==> config.mk <==
export PLATFORM = sky130hd
export DESIGN_NAME = sensor_output_datapath
export DESIGN_NICKNAME = d
export VERILOG_FILES = /design/src/include/sensor_output_pkg.sv /design/src/hdl/sensor_output_datapath.sv
export VERILOG_INCLUDE_DIRS = /design/src /design/src/include
export SDC_FILE = /design/constraint.sdc
export NUM_CORES = 1
export LEC_CHECK = 0
export ABC_AREA = 1
export BUFFER_PORTS_ARGS = -buffer_cell sky130_fd_sc_hd__buf_2
export CAP_MARGIN = 10
export CORE_MARGIN = 2
export CORE_UTILIZATION = 61
export DETAILED_ROUTE_END_ITERATION = 10
export GPL_ROUTABILITY_DRIVEN = 0
export PLACE_DENSITY = 0.82
export SLEW_MARGIN = 40
export SYNTH_ARGS = -nofsm -noshare
export SYNTH_HDL_FRONTEND = slang
export SYNTH_SLANG_ARGS = --single-unit
==> constraint.sdc <==
create_clock -name clk_sys -period 4.05 [get_ports clk_sys]
set_input_delay 0.81 -clock clk_sys [delete_from_list [all_inputs] [get_ports clk_sys]]
set_output_delay 0.81 -clock clk_sys [all_outputs]
set_load 0.02 [all_outputs]
==> src/include/sensor_output_map.svh <==
/*
 * Register offsets, field positions, reset values and codes of the
 * sensor output data path. Assumes an APB slave with 32-bit words.
 */
`ifndef SENSOR_OUTPUT_MAP_SVH
`define SENSOR_OUTPUT_MAP_SVH
// ==========================================================
// register byte offsets
`define OFS_CTRL 12'h000
`define OFS_FORMAT 12'h004
`define OFS_OUT_SIZE 12'h008
`define OFS_SKIP 12'h00c
`define OFS_SCALE 12'h010
`define OFS_STATUS 12'h014
`define OFS_ID 12'h018
// ==========================================================
// control fields
`define CTRL_SER_DIS 12
`define CTRL_PAR_EN 7
`define CTRL_STANDBY 0
`define CTRL_STROBE 1
`define CTRL_SCALE_EN 2
`define CTRL_RESET 32'h0000_0000
// ==========================================================
// data format codes, width and scale reset values, scale unity
`define FMT_RAW10 16'h0a0a
`define FMT_RAW8 16'h0808
`define FMT_COMP 16'h0a08
`define WIDTH_RESET 12'h0a30
`define SCALE_RESET 8'h10
`define SCALE_UNITY 8'h10
// status bits and id value
`define ST_OVERRUN 0
`define ST_UNDERRUN 1
`define ID_VALUE 32'h0000_5a5a
`endif

==> src/include/sensor_output_pkg.sv <==
/*
 * Types of the sensor output data path. Assumes the map header.
 */
package sensor_output_pkg;
    // ======================================================
    // one pixel beat between stages
    typedef struct packed {
        logic lv;
        logic fv;
        logic valid;
        logic [9:0] data;
    } pix_beat_t;
    typedef enum logic [2:0] {
        SER_IDLE = 3'b001,
        SER_SHIFT = 3'b010,
        SER_OFF = 3'b100
    } ser_state_t;
endpackage

==> src/hdl/sensor_output_datapath.sv <==
/*
 * Output data path: skip, scaler, row limiter, output FIFO between
 * timing and output rates, and a serial pixel lane, with APB registers.
 * Assumes a pixel stream from the array core on clk_sys, link clock
 * oversampled as a plain input.
 */
// Local design decisions: the placing of the registers and register access over APB.
// Behaviour
// RULE1 - host keeps coarse exposure at least 4, below frame lines less margin
// RULE2 - host keeps digital gain a multiple of step, inside limits
// RULE3 - host keeps line length above skipped width plus blanking
// RULE4 - host keeps frame length above skipped height plus blanking
// RULE5 - host keeps window starts even, ends odd, ordered, within range
// RULE6 - host keeps end minus start plus odd increment positive
// RULE7 - host keeps even increments even, odd increments odd, within limits
// RULE8 - host keeps output width even, from 256 to 2608
// RULE9 - host keeps output rows even, 2 up to frame length
// RULE10 - output width bit zero forced low in hardware
// RULE11 - host keeps serial row time, with 12 overhead bytes, short enough
// RULE12 - scaler combines pixels, keeps row time, flags fewer valid pixels
// RULE13 - limiter pads each row to programmed output width; rows with no kept pixel get no pad
// RULE14 - host shrinks output size to the scaled image
// RULE15 - output FIFO merges intermittent pixels into contiguous stream
// RULE16 - FIFO written at timing rate, read at output rate
// RULE17 - host matches frame rates and serial row time
// RULE18 - FIFO underrun or overrun raises fatal status flag
// RULE19 - host changes format and dividers only in standby
// RULE20 - serial interface selected after any reset
// RULE21 - serial outputs off when disable bit set or in standby
// RULE22 - clock high idle in data/clock; clock low, data high in strobe
// RULE23 - skip factor from odd increment: 1 to 1, 3 to 2, 7 to 4
// RULE24 - format code picks raw10, raw8 or compressed 8; compressed 8 sends bits 9:2, the same as raw8
`timescale 1ns/1ps
`include "sensor_output_map.svh"
module sensor_output_datapath
    import sensor_output_pkg::*;
#(
    parameter int DEPTH_LOG2 = 4
)
(
    input wire logic clk_sys,
    input wire logic reset,
    input wire logic psel,
    input wire logic penable,
    input wire logic pwrite,
    input wire logic [11:0] paddr,
    input wire logic [31:0] pwdata,
    output logic [31:0] prdata,
    output logic pready,
    output logic pslverr,
    input wire pix_beat_t core_pix,
    input wire logic link_clk,
    output logic serial_lane0_pos,
    output logic serial_clk_pos,
    output logic serial_enable,
    output logic parallel_enable,
    output logic fatal_error
);
    // ======================================================
    // registers
    logic [31:0] ctrl_r, ctrl_nxt;
    logic [15:0] format_r, format_nxt;
    logic [11:0] width_r, width_nxt;
    logic [2:0] odd_inc_r, odd_inc_nxt;
    logic [7:0] scale_r, scale_nxt;
    logic [1:0] status_r, status_nxt;
    logic [31:0] prdata_r, prdata_nxt;
    logic pready_r, pready_nxt, pslverr_r, pslverr_nxt;
    logic overrun, underrun;
    logic [2:0] skip;
    logic access;
    assign access = psel && penable && !pready_r;
    // apb decode; one wait state, answer follows access
    always_comb
    begin
        ctrl_nxt = ctrl_r;
        format_nxt = format_r;
        width_nxt = width_r;
        odd_inc_nxt = odd_inc_r;
        scale_nxt = scale_r;
        prdata_nxt = prdata_r;
        pready_nxt = access;
        pslverr_nxt = 1'b0;
        status_nxt = status_r;
        if (access && pwrite)
        begin
            case (paddr)
                `OFS_CTRL: ctrl_nxt = pwdata;
                `OFS_FORMAT: format_nxt = pwdata[15:0];
                `OFS_OUT_SIZE: width_nxt = {pwdata[11:1], 1'b0}; // RULE10
                `OFS_SKIP: odd_inc_nxt = pwdata[2:0];
                `OFS_SCALE: scale_nxt = pwdata[7:0];
                `OFS_STATUS: status_nxt = status_r & ~pwdata[1:0];
                default: pslverr_nxt = 1'b1;
            endcase
        end
        else if (access)
        begin
            case (paddr)
                `OFS_CTRL: prdata_nxt = ctrl_r;
                `OFS_FORMAT: prdata_nxt = {16'h0000, format_r};
                `OFS_OUT_SIZE: prdata_nxt = {20'h00000, width_r};
                `OFS_SKIP: prdata_nxt = {29'h0, odd_inc_r};
                `OFS_SCALE: prdata_nxt = {24'h000000, scale_r};
                `OFS_STATUS: prdata_nxt = {30'h0, status_r};
                `OFS_ID: prdata_nxt = `ID_VALUE; // arbitrary value
                default:
                begin
                    prdata_nxt = 32'h0;
                    pslverr_nxt = 1'b1;
                end
            endcase
        end
        // set wins over software clear
        if (overrun) status_nxt[`ST_OVERRUN] = 1'b1; // RULE18
        if (underrun) status_nxt[`ST_UNDERRUN] = 1'b1; // RULE18
    end
    // register update; reset picks the serial path
    always_ff @(posedge clk_sys)
    begin
        if (reset)
        begin
            ctrl_r <= `CTRL_RESET; // RULE20
            format_r <= `FMT_RAW10;
            width_r <= `WIDTH_RESET;
            odd_inc_r <= 3'h1;
            scale_r <= `SCALE_RESET;
            status_r <= 2'h0;
            prdata_r <= 32'h0;
            pready_r <= 1'b0;
            pslverr_r <= 1'b0;
        end
        else
        begin
            ctrl_r <= ctrl_nxt;
            format_r <= format_nxt;
            width_r <= width_nxt;
            odd_inc_r <= odd_inc_nxt;
            scale_r <= scale_nxt;
            status_r <= status_nxt;
            prdata_r <= prdata_nxt;
            pready_r <= pready_nxt;
            pslverr_r <= pslverr_nxt;
        end
    end
    assign prdata = prdata_r;
    assign pready = pready_r;
    assign pslverr = pslverr_r;
    // ======================================================
    // skip factor, a lookup on the odd increment
    always_comb
    begin
        case (odd_inc_r)
            3'h3: skip = 3'h2; // RULE23
            3'h7: skip = 3'h4; // RULE23
            default: skip = 3'h1; // RULE23
        endcase
    end
    // ======================================================
    // skip and scaler: keep one pixel in skip, then scale by 16/m
    logic [2:0] skip_cnt_r, skip_cnt_nxt;
    logic [8:0] acc_r, acc_nxt;
    logic [9:0] sum_r, sum_nxt;
    pix_beat_t scl_r, scl_nxt;
    logic scl_take;
    always_comb
    begin
        skip_cnt_nxt = skip_cnt_r;
        acc_nxt = acc_r;
        sum_nxt = sum_r;
        scl_nxt = core_pix;
        scl_nxt.valid = 1'b0;
        scl_take = 1'b0;
        if (!core_pix.lv)
        begin
            skip_cnt_nxt = 3'h0;
            acc_nxt = 9'h0;
        end
        else if (core_pix.valid)
        begin
            skip_cnt_nxt = (skip_cnt_r + 3'h1 == skip) ? 3'h0
                : skip_cnt_r + 3'h1;
            scl_take = (skip_cnt_r == 3'h0);
        end
        if (scl_take && !ctrl_r[`CTRL_SCALE_EN])
            scl_nxt.valid = 1'b1;
        else if (scl_take)
        begin
            // row time unchanged, only some beats marked valid
            acc_nxt = acc_r + {1'b0, `SCALE_UNITY}; // RULE12
            sum_nxt = core_pix.data;
            if (acc_nxt >= {1'b0, scale_r})
            begin
                acc_nxt = acc_nxt - {1'b0, scale_r};
                scl_nxt.data = 10'((11'(sum_r) + 11'(core_pix.data)) >> 1);
                scl_nxt.valid = 1'b1; // RULE12
            end
        end
    end
    always_ff @(posedge clk_sys)
    begin
        if (reset)
        begin
            skip_cnt_r <= 3'h0;
            acc_r <= 9'h0;
            sum_r <= 10'h0;
            scl_r <= '0;
        end
        else
        begin
            skip_cnt_r <= skip_cnt_nxt;
            acc_r <= acc_nxt;
            sum_r <= sum_nxt;
            scl_r <= scl_nxt;
        end
    end
    // ======================================================
    // limiter: pads short rows up to width after line valid falls
    logic [11:0] col_r, col_nxt;
    logic wr_en;
    logic [9:0] wr_data;
    always_comb
    begin
        col_nxt = col_r;
        wr_en = 1'b0;
        wr_data = scl_r.data;
        if (scl_r.valid && col_r < width_r)
        begin
            wr_en = 1'b1;
            col_nxt = col_r + 12'h1;
        end
        else if (!scl_r.lv && col_r != 12'h0 && col_r < width_r)
        begin
            // padding may eat blanking; too wide a width lets the next row fill the rest of this one
            wr_en = 1'b1; // RULE13
            wr_data = 10'h0;
            col_nxt = col_r + 12'h1;
        end
        else if (!scl_r.lv)
            col_nxt = 12'h0;
    end
    always_ff @(posedge clk_sys)
    begin
        if (reset)
            col_r <= 12'h0;
        else
            col_r <= col_nxt;
    end
    // ======================================================
    // output FIFO, written per kept pixel or pad word, read at link rate
    logic [9:0] mem [2**DEPTH_LOG2];
    logic [DEPTH_LOG2:0] wp_r, wp_nxt, rp_r, rp_nxt;
    logic full, empty, rd_en, starve;
    assign full = (wp_r - rp_r) == (DEPTH_LOG2+1)'(2**DEPTH_LOG2);
    assign empty = wp_r == rp_r;
    assign overrun = wr_en && full; // RULE18
    // reads only happen when a word waits, so an underrun is the link
    // asking for a word in the middle of a row and finding none
    assign underrun = starve; // RULE18
    always_comb
    begin
        wp_nxt = wp_r + ((wr_en && !full) ? 1'b1 : 1'b0); // RULE16
        rp_nxt = rp_r + ((rd_en && !empty) ? 1'b1 : 1'b0); // RULE15
    end
    always_ff @(posedge clk_sys)
    begin
        if (wr_en && !full)
            mem[wp_r[DEPTH_LOG2-1:0]] <= wr_data;
        if (reset)
        begin
            wp_r <= '0;
            rp_r <= '0;
        end
        else
        begin
            wp_r <= wp_nxt;
            rp_r <= rp_nxt;
        end
    end
    // ======================================================
    // link clock sampled, edges found after two flops
    logic [2:0] lk_r;
    logic lk_fall;
    always_ff @(posedge clk_sys)
        lk_r <= reset ? 3'h0 : {lk_r[1:0], link_clk};
    assign lk_fall = lk_r[2] && !lk_r[1];
    // ======================================================
    // serializer: words in a row go out with one idle link period between them
    ser_state_t st_r, st_nxt;
    logic [9:0] sh_r, sh_nxt;
    logic [3:0] bit_r, bit_nxt;
    logic [11:0] oc_r, oc_nxt; // words read so far in the output row
    logic off, strobe;
    logic ser_d, ser_c;
    assign off = ctrl_r[`CTRL_SER_DIS] || ctrl_r[`CTRL_STANDBY];
    assign strobe = ctrl_r[`CTRL_STROBE];
    always_comb
    begin
        st_nxt = st_r;
        sh_nxt = sh_r;
        bit_nxt = bit_r;
        rd_en = 1'b0;
        oc_nxt = oc_r;
        starve = 1'b0;
        case (st_r)
            SER_OFF:
            begin
                oc_nxt = 12'h0;
                if (!off)
                    st_nxt = SER_IDLE;
            end
            SER_IDLE:
                if (off)
                    st_nxt = SER_OFF; // RULE21
                else if (lk_fall && !empty)
                begin
                    rd_en = 1'b1; // RULE15
                    case (format_r)
                        `FMT_RAW8: sh_nxt = {mem[rp_r[DEPTH_LOG2-1:0]][9:2],
                            2'b00}; // RULE24
                        `FMT_COMP: sh_nxt = {mem[rp_r[DEPTH_LOG2-1:0]][9]
                            ? {1'b1, mem[rp_r[DEPTH_LOG2-1:0]][8:2]}
                            : {1'b0, mem[rp_r[DEPTH_LOG2-1:0]][8:2]}, 2'b00};
                        default: sh_nxt = mem[rp_r[DEPTH_LOG2-1:0]]; // RULE24
                    endcase
                    bit_nxt = (format_r == `FMT_RAW10) ? 4'h9 : 4'h7;
                    st_nxt = SER_SHIFT;
                    oc_nxt = (oc_r + 12'h1 == width_r) ? 12'h0
                        : oc_r + 12'h1;
                end
                else if (lk_fall && oc_r != 12'h0)
                begin
                    // starved mid-row: flag it and give up on this row
                    starve = 1'b1; // RULE18
                    oc_nxt = 12'h0;
                end
            SER_SHIFT:
                if (off)
                    st_nxt = SER_OFF; // RULE21
                else if (lk_fall)
                begin
                    sh_nxt = {sh_r[8:0], 1'b0};
                    if (bit_r == 4'h0)
                        st_nxt = SER_IDLE;
                    else
                        bit_nxt = bit_r - 4'h1;
                end
            default: st_nxt = SER_OFF;
        endcase
        // idle levels depend on the signalling mode
        ser_d = (st_r == SER_SHIFT) ? sh_r[9] : strobe; // RULE22
        ser_c = (st_r == SER_SHIFT) ? lk_r[2] : !strobe; // RULE22
        if (off)
        begin
            ser_d = 1'b0; // RULE21
            ser_c = 1'b0;
        end
    end
    always_ff @(posedge clk_sys)
    begin
        if (reset)
        begin
            st_r <= SER_IDLE;
            sh_r <= 10'h0;
            bit_r <= 4'h0;
            oc_r <= 12'h0;
            serial_lane0_pos <= 1'b0;
            serial_clk_pos <= 1'b1;
            serial_enable <= 1'b1; // RULE20
            parallel_enable <= 1'b0;
            fatal_error <= 1'b0;
        end
        else
        begin
            st_r <= st_nxt;
            sh_r <= sh_nxt;
            bit_r <= bit_nxt;
            oc_r <= oc_nxt;
            serial_lane0_pos <= ser_d;
            serial_clk_pos <= ser_c;
            serial_enable <= !off; // RULE21
            parallel_enable <= ctrl_r[`CTRL_PAR_EN];
            fatal_error <= |status_r; // RULE18
        end
    end
    // ======================================================
    // checks
    a_width_even: assert property (@(posedge clk_sys) disable iff (reset)
        width_r[0] == 1'b0) else $error("width odd"); // RULE10
    a_err_sticky: assert property (@(posedge clk_sys) disable iff (reset)
        overrun |=> status_r[`ST_OVERRUN]) else $error("overrun lost"); // RULE18
    a_under_sticky: assert property (@(posedge clk_sys) disable iff (reset)
        underrun |=> status_r[`ST_UNDERRUN]) else $error("underrun lost"); // RULE18
    a_serial_off: assert property (@(posedge clk_sys) disable iff (reset)
        off |=> !serial_enable && !serial_lane0_pos) else $error("lane on"); // RULE21
    a_idle_clock: assert property (@(posedge clk_sys) disable iff (reset)
        (st_r == SER_IDLE && !off && !strobe) |=> serial_clk_pos)
        else $error("idle clock low"); // RULE22
    a_skip_map: assert property (@(posedge clk_sys) disable iff (reset)
        odd_inc_r == 3'h7 |-> skip == 3'h4) else $error("skip wrong"); // RULE23
    a_fifo_bound: assert property (@(posedge clk_sys) disable iff (reset)
        (wp_r - rp_r) <= (DEPTH_LOG2+1)'(2**DEPTH_LOG2))
        else $error("fifo count"); // RULE16
    a_pad_limit: assert property (@(posedge clk_sys) disable iff (reset)
        wr_en |-> col_r < width_r) else $error("row overlong"); // RULE13
endmodule

## After elaboration in Yosys (flattened, before gate mapping)

Memories as Yosys holds them, arrays and structs flattened. A register that Yosys moved wholly into a read port is not among the register bits.
Cells that the tools add are included.

- Add/sub/neg operators: 10
- Magnitude comparators: 2
- Equality and inequality tests: 29
- Muxes and demuxes: 69
- Bitwise gates (word level): 5
- Reduce and logical (&&, ||, !) cells: 51

Operator list:

| kind | count |
|---|---|
| one-hot mux 32 bit (7 select lines) | 1 |
| 2-to-1 mux 12 bit | 7 |
| 2-to-1 mux 10 bit | 7 |
| == test 16 x 12 -> 1 bit (second input constant) | 3 |
| one-hot mux 10 bit (2 select lines) | 2 |
| == test 12 x 5 -> 1 bit (second input constant) | 3 |
| 2-to-1 mux 9 bit | 4 |
| 2-to-1 mux 4 bit | 7 |
| 2-to-1 mux 1 bit | 25 |
| adder 12 x 1 -> 12 bit (second input constant) | 2 |
| == test 12 x 4 -> 1 bit (second input constant) | 2 |
| one-hot mux 12 bit (2 select lines) | 1 |
| nonzero test 12 bit | 2 |
| 2-to-1 mux 11 bit | 2 |
| 2-to-1 mux 3 bit | 7 |
| AND reduction 2 bit | 9 |
| logical AND 1 bit | 13 |
| == test 12 bit | 1 |
| == test 12 x 3 -> 1 bit (second input constant) | 1 |
| zero test 12 bit | 1 |
| less-than comparator 12 bit | 1 |
| != test 2 bit (second input constant) | 6 |
| != test 3 bit (second input constant) | 4 |
| nonzero test 2 bit | 6 |
| other kinds (34) | 49 |

- Register bits after elaboration: 199
- Bits in writable memories: 160
- Input port bits: 63
- Output and inout port bits: 39
- Logic and storage cells: 196
- Memories kept: 1

Memories:

| memory | words | width | rd ports | clocked after Yosys merged registers in | write ports | RTL line | text |
|---|---|---|---|---|---|---|---|
| mem | 16 | 10 | 1 | 1 | 1 | sensor_output_datapath.sv:251 | `logic [9:0] mem [2**DEPTH_LOG2];` |

## Longest topological paths before layout

- Word-level depth: 10
- Depth in mapped cells: 17
- Depth with buffers taken out: 16

## Least setup slack after synthesis

OpenSTA, ideal clock, no wires.

- Path type: flip-flop to flip-flop
- Start point: register rp_r[2]
- End point: memory mem[15][0], enable pin
- Setup time: 0.390 ns
- Arrival: 2.520 ns
- Required time: 3.660 ns
- Path slack: 1.140 ns
- Stages on the path, launching flop included: 10
- Path buffers: 2
- Clock period less this slack: 2.910 ns
- Cell sequence: dfxtp_1 -> clkbuf_1 -> inv_1 -> ha_1 -> inv_1 -> o21bai_1 -> xor2_1 -> o21ai_4 -> buf_6 -> nor3_1

- Longest elaborated chain between the ends: 6

Ends and longest elaborated chain:

| what | RTL line | text |
|---|---|---|
| start, declared | sensor_output_datapath.sv:252 | `logic [DEPTH_LOG2:0] wp_r, wp_nxt, rp_r, rp_nxt;` |
| start signal, assigned | sensor_output_datapath.sv:277 | `rp_r <= rp_nxt;` |
| subtractor 5 bit | sensor_output_datapath.sv:254 | `assign full = (wp_r - rp_r) == (DEPTH_LOG2+1)'(2**DEPTH_LOG2);` |
| == test 5 bit | sensor_output_datapath.sv:254 |  |
| zero test 1 bit | sensor_output_datapath.sv:267 | `if (wr_en && !full)` |
| logical AND 1 bit | sensor_output_datapath.sv:267 |  |
| 2-to-1 mux 1 bit | sensor_output_datapath.sv:267 |  |
| 2-to-1 mux 1 bit (not written as such) | sensor_output_datapath.sv:268 | `mem[wp_r[DEPTH_LOG2-1:0]] <= wr_data;` |
| end, declared | sensor_output_datapath.sv:251 |  |

Every way passes these cells.

## Worst setup path in the final report

- Start point: register rp_r[2]
- End point: register rp_r[4]

- Longest elaborated chain between the ends: 9

Ends and longest elaborated chain:

| what | RTL line | text |
|---|---|---|
| == test 5 bit | sensor_output_datapath.sv:255 | `assign empty = wp_r == rp_r;` |
| zero test 1 bit | sensor_output_datapath.sv:263, sensor_output_datapath.sv:315 |  |
| logical AND 1 bit | sensor_output_datapath.sv:315 | `else if (lk_fall && !empty)` |
| 2-to-1 mux 1 bit | sensor_output_datapath.sv:315 |  |
| 2-to-1 mux 1 bit | sensor_output_datapath.sv:313 | `if (off)` |
| 2-to-1 mux 1 bit | sensor_output_datapath.sv:305 | `case (st_r)` |
| logical AND 1 bit | sensor_output_datapath.sv:263 | `rp_nxt = rp_r + ((rd_en && !empty) ? 1'b1 : 1'b0);` |
| 2-to-1 mux 1 bit | sensor_output_datapath.sv:263 |  |
| adder 5 x 1 -> 5 bit * | sensor_output_datapath.sv:263 |  |

Mark *: on every way between the ends. The rest lies on a longest branch, timed or not.
A chain may end at the register's enable or synchronous reset.

==> out/qor.csv <==
stage,metric,value,unit
status,status,"finished, final reports clean",
sta,setup_violations,0,
floorplanning,dieArea,28200,µm²
detailed_routing,drt-vias-per-instance,5.96,
critical_path,crit_path_end_kind,flop,
critical_path,crit_family,simple AND/OR/NAND/NOR gates,
critical_path,slowest_delay,0.39,ns
critical_path,path_class,reg2reg,
pwr,p_int,5840,µW
sta,finalSetupTns,0,ns
clocking,cts_resized,0,
synth,ys_top_cells_by_area,"edfxtp_1 (29%), dfxtp_1 (24%), nand2_1 (7.7%)",
critical_path,start_kind,flop,
synth,synthesis.area,16400,µm²
grt,grt_pass1_wl,66100,µm
layout,syn_to_final_growth,11.6,%
floorplanning,start_util,0.625,
critical_path,rr_worst_depth,15,
layout,drive_above_1_share,0.108,
synth,synth-seq-cells,359,
placement,place_ws,0.895,ns
clocking,postCtsSetupRepairBufs,0,
grt,grt_pass1_vias,13236,
clocking,cts_buffers,37,
pwr,switching_share,0.233,
floorplanning,io-pin-count,102,
pwr,ir_worst_vdd,0.000268,V
clocking,h-tree-depth,2,
grt,grt_max_degree,60,
worst_hold_path,hold_end,lk_r[1],
floorplanning,placementRows,59,
pwr,pwr-share-seq,0.513,
sta,slew_violations,0,
synth,syn-num-nets,1990,
critical_path,slowest_stage,nand2_1,
detailed_routing,ant_nets,0,
synth,avgSynthCellArea,8.70,µm²
sta,tightest_slew,0.761,ns
pwr,power.density,416,nW/µm²
synth,synth_edf_count,160,
pwr,pwr-share-comb,0.064,
critical_path,critPathMaxFanout,21,
placement,dpl.hpwl,26900,µm
synth,yosysMostFrequentCell,nand2_1,
sta,fin_ws,0.990,ns
synth,ys_seq_area_frac,0.537,
detailed_routing,via_count,13851,
synth,ys.flop_type,dfxtp_1,
synth,netlist.top_cell.by_area,edfxtp_1,
pwr,switchingPower,1770,µW
synth,synthCells,1882,
pwr,clock_power_share,0.423,
clocking,cts_hold_buf,0,
grt,antenna_found_initial,1,
grt,grt_overflow_total,0,
sta,worst_clock_skew,0.0249,ns
critical_path,cp_num_buf_inv,5,
critical_path,startpoint,rp_r[2],
placement,dpl-instance-area,17100,µm²
detailed_routing,route.final.wire_length,41500,µm
critical_path,crit_chain,buf_4 > inv_1 > ha_1 > nand2_1 > inv_1 > nand3_1 > nand2_1 > inv_1 > nand2_1 > inv_1 > ha_1 > ha_1 > nand2_1 > xor2_1 > nor2_1,
run,cap_violations,0,
synth,synth_top_area_frac,0.293,
placement,io_buffers,100,
sta,rsz0062_at_grt,false,
grt,grt_usage,0.290,
pwr,leakage,0.00718,µW
clocking,cts.sinks,359,
worst_hold_path,hold_class,reg2reg,
clocking,clk_pin_slew,0.06,ns
detailed_routing,drt_iter0_drc,1668,
layout,antenna_cells,0,
sta,period_minus_slack,3.06,ns
synth,synth_common_cells,"nand2_1 (338), dfxtp_1 (199), a21oi_1 (191), nor2_1 (184), o21ai_0 (176)",
sta,finalHoldViolCount,0,
sta,timing.fmax,327,MHz
synth,synth_warnings,0,
critical_path,worst_ep_arrival_time,3.47,ns
clocking,root_buffer,clkbuf_16,
sta,period_share,0.756,
clocking,cts_buffer_depth,3,
detailed_routing,first_pass_iters,5,
critical_path,worst_ep_required_time,4.46,ns
floorplanning,die_x,168,µm
sta,max_slew_margin,0.490,
worst_hold_path,hold_start,lk_r[0],
critical_path,r2r-end,rp_r[4],
detailed_routing,wl_per_cell,17.9,µm
floorplanning,core_area,26200,µm²
clocking,clock_latency,0.54,ns
synth,async_flop_share,0,
layout,layout.nets,2071,
worst_hold_path,hold_depth,2,
detailed_routing,drc,0,
clocking,cts_tree,done,
layout,fin_area,18300,µm²
synth,synth.distinct_cells,47,
critical_path,worstReg2RegStart,rp_r[2],
critical_path,reg2reg_slack,0.99,ns
floorplanning,fp.dieH,168,µm
[cell type report]
type / instances / area, µm²
Tap cell: 335 / 419
Fill cell: 1918 / 7940
Timing Repair Buffer: 132 / 743
Sequential cell: 359 / 8790
Clock inverter: 12 / 66.3
Inverter: 177 / 667
Multi-Input combinational cell: 1256 / 6510
Clock buffer: 53 / 1070
[flip-flops by register name (all words and copies together), names as in the netlist, 4 cells and up]
| register | flops |
|---|---|
| acc_r | 9 |
| bit_r | 4 |
| col_r | 12 |
| ctrl_r | 32 |
| format_r | 16 |
| mem | 160 |
| oc_r | 12 |
| prdata | 32 |
| rp_r | 5 |
| scale_r | 8 |
| scl_r | 12 |
| sh_r | 10 |
| sum_r | 10 |
| width_r | 11 |
| wp_r | 5 |
[power groups by stage]
| stage | registers [µW] | clock network [µW] | logic (µW) |
|---|---|---|---|
| floorplan | 3980 | 0 | 298 |
| global placement | 3980 | 0 | 454 |
| detailed placement | 3980 | 0 | 473 |
| CTS | 3900 | 3230 | 477 |
| global route | 3910 | 3370 | 531 |
| finish | 3900 | 3220 | 485 |
[layout by cell type, fill, tap and decap left out, drive strengths merged, types with 5 or more instances in the layout]
master  instances
nand2         343
dfxtp         199
a21oi         191
nor2          191
o21ai         179
inv           177
edfxtp        160
buf           132
nand3          91
clkbuf         53
ha             43
o211ai         34
o22ai          33
nor3           30
nand4          23
xor2           19
a211oi         13
xnor2          12
o221ai         11
a21o           11
clkinv         10
nor4            9
a31oi           5
[how the worst max path moves through the flow]
stage                            end  slack [ns]  depth (start not counted)
after global placement      scl_r[4]        0.92                         10
after global routing         rp_r[4]        0.81                         15
after detailed placement    scl_r[4]        0.89                         10
after CTS                    rp_r[4]        0.98                         15
final                        rp_r[4]        0.99                         15
after floorplan           mem[15][0]        1.14                          9
[tightest hold or removal path, stage by stage, from the launching register on]
cell and delay, ns:
dfxtp_1 0.29, inv_1 0.05, nor2_1 0.03
[metrics by stage]
stage                util  cells  hold WS, ns  total power [µW]
floorplan               -   1882        0.388              4280
global placement    0.653   2259        0.401              4430
detailed placement  0.654   2259        0.412              4450
CTS                 0.697   2324        0.422              7610
global route        0.697   2324        0.440              7810
finish              0.697   2324        0.415              7610
[metal layers]
metal | GRT usage | routed length, µm | vias to the layer above
li1 | - | - | 6611
met1 | 0.377 | 16800 | 6515
met2 | 0.491 | 19700 | 622
met3 | 0.0583 | 3890 | 101
met4 | 0.0957 | 1070 | 2
met5 | 0 | 13 | -
[kinds of logic (layout without fill, tap and decap cells)]
family          after synthesis  count (layout)  share of synthesized area
simple gates                693             693                      0.179
compound gates              487             487                      0.166
flops                       359             359                      0.537
buf+inv                     267             374                     0.0661
fa+ha+maj                    45              45                     0.0353
xor+xnor                     31              31                     0.0166
No activity file was read; power rests on OpenSTA's default activity.
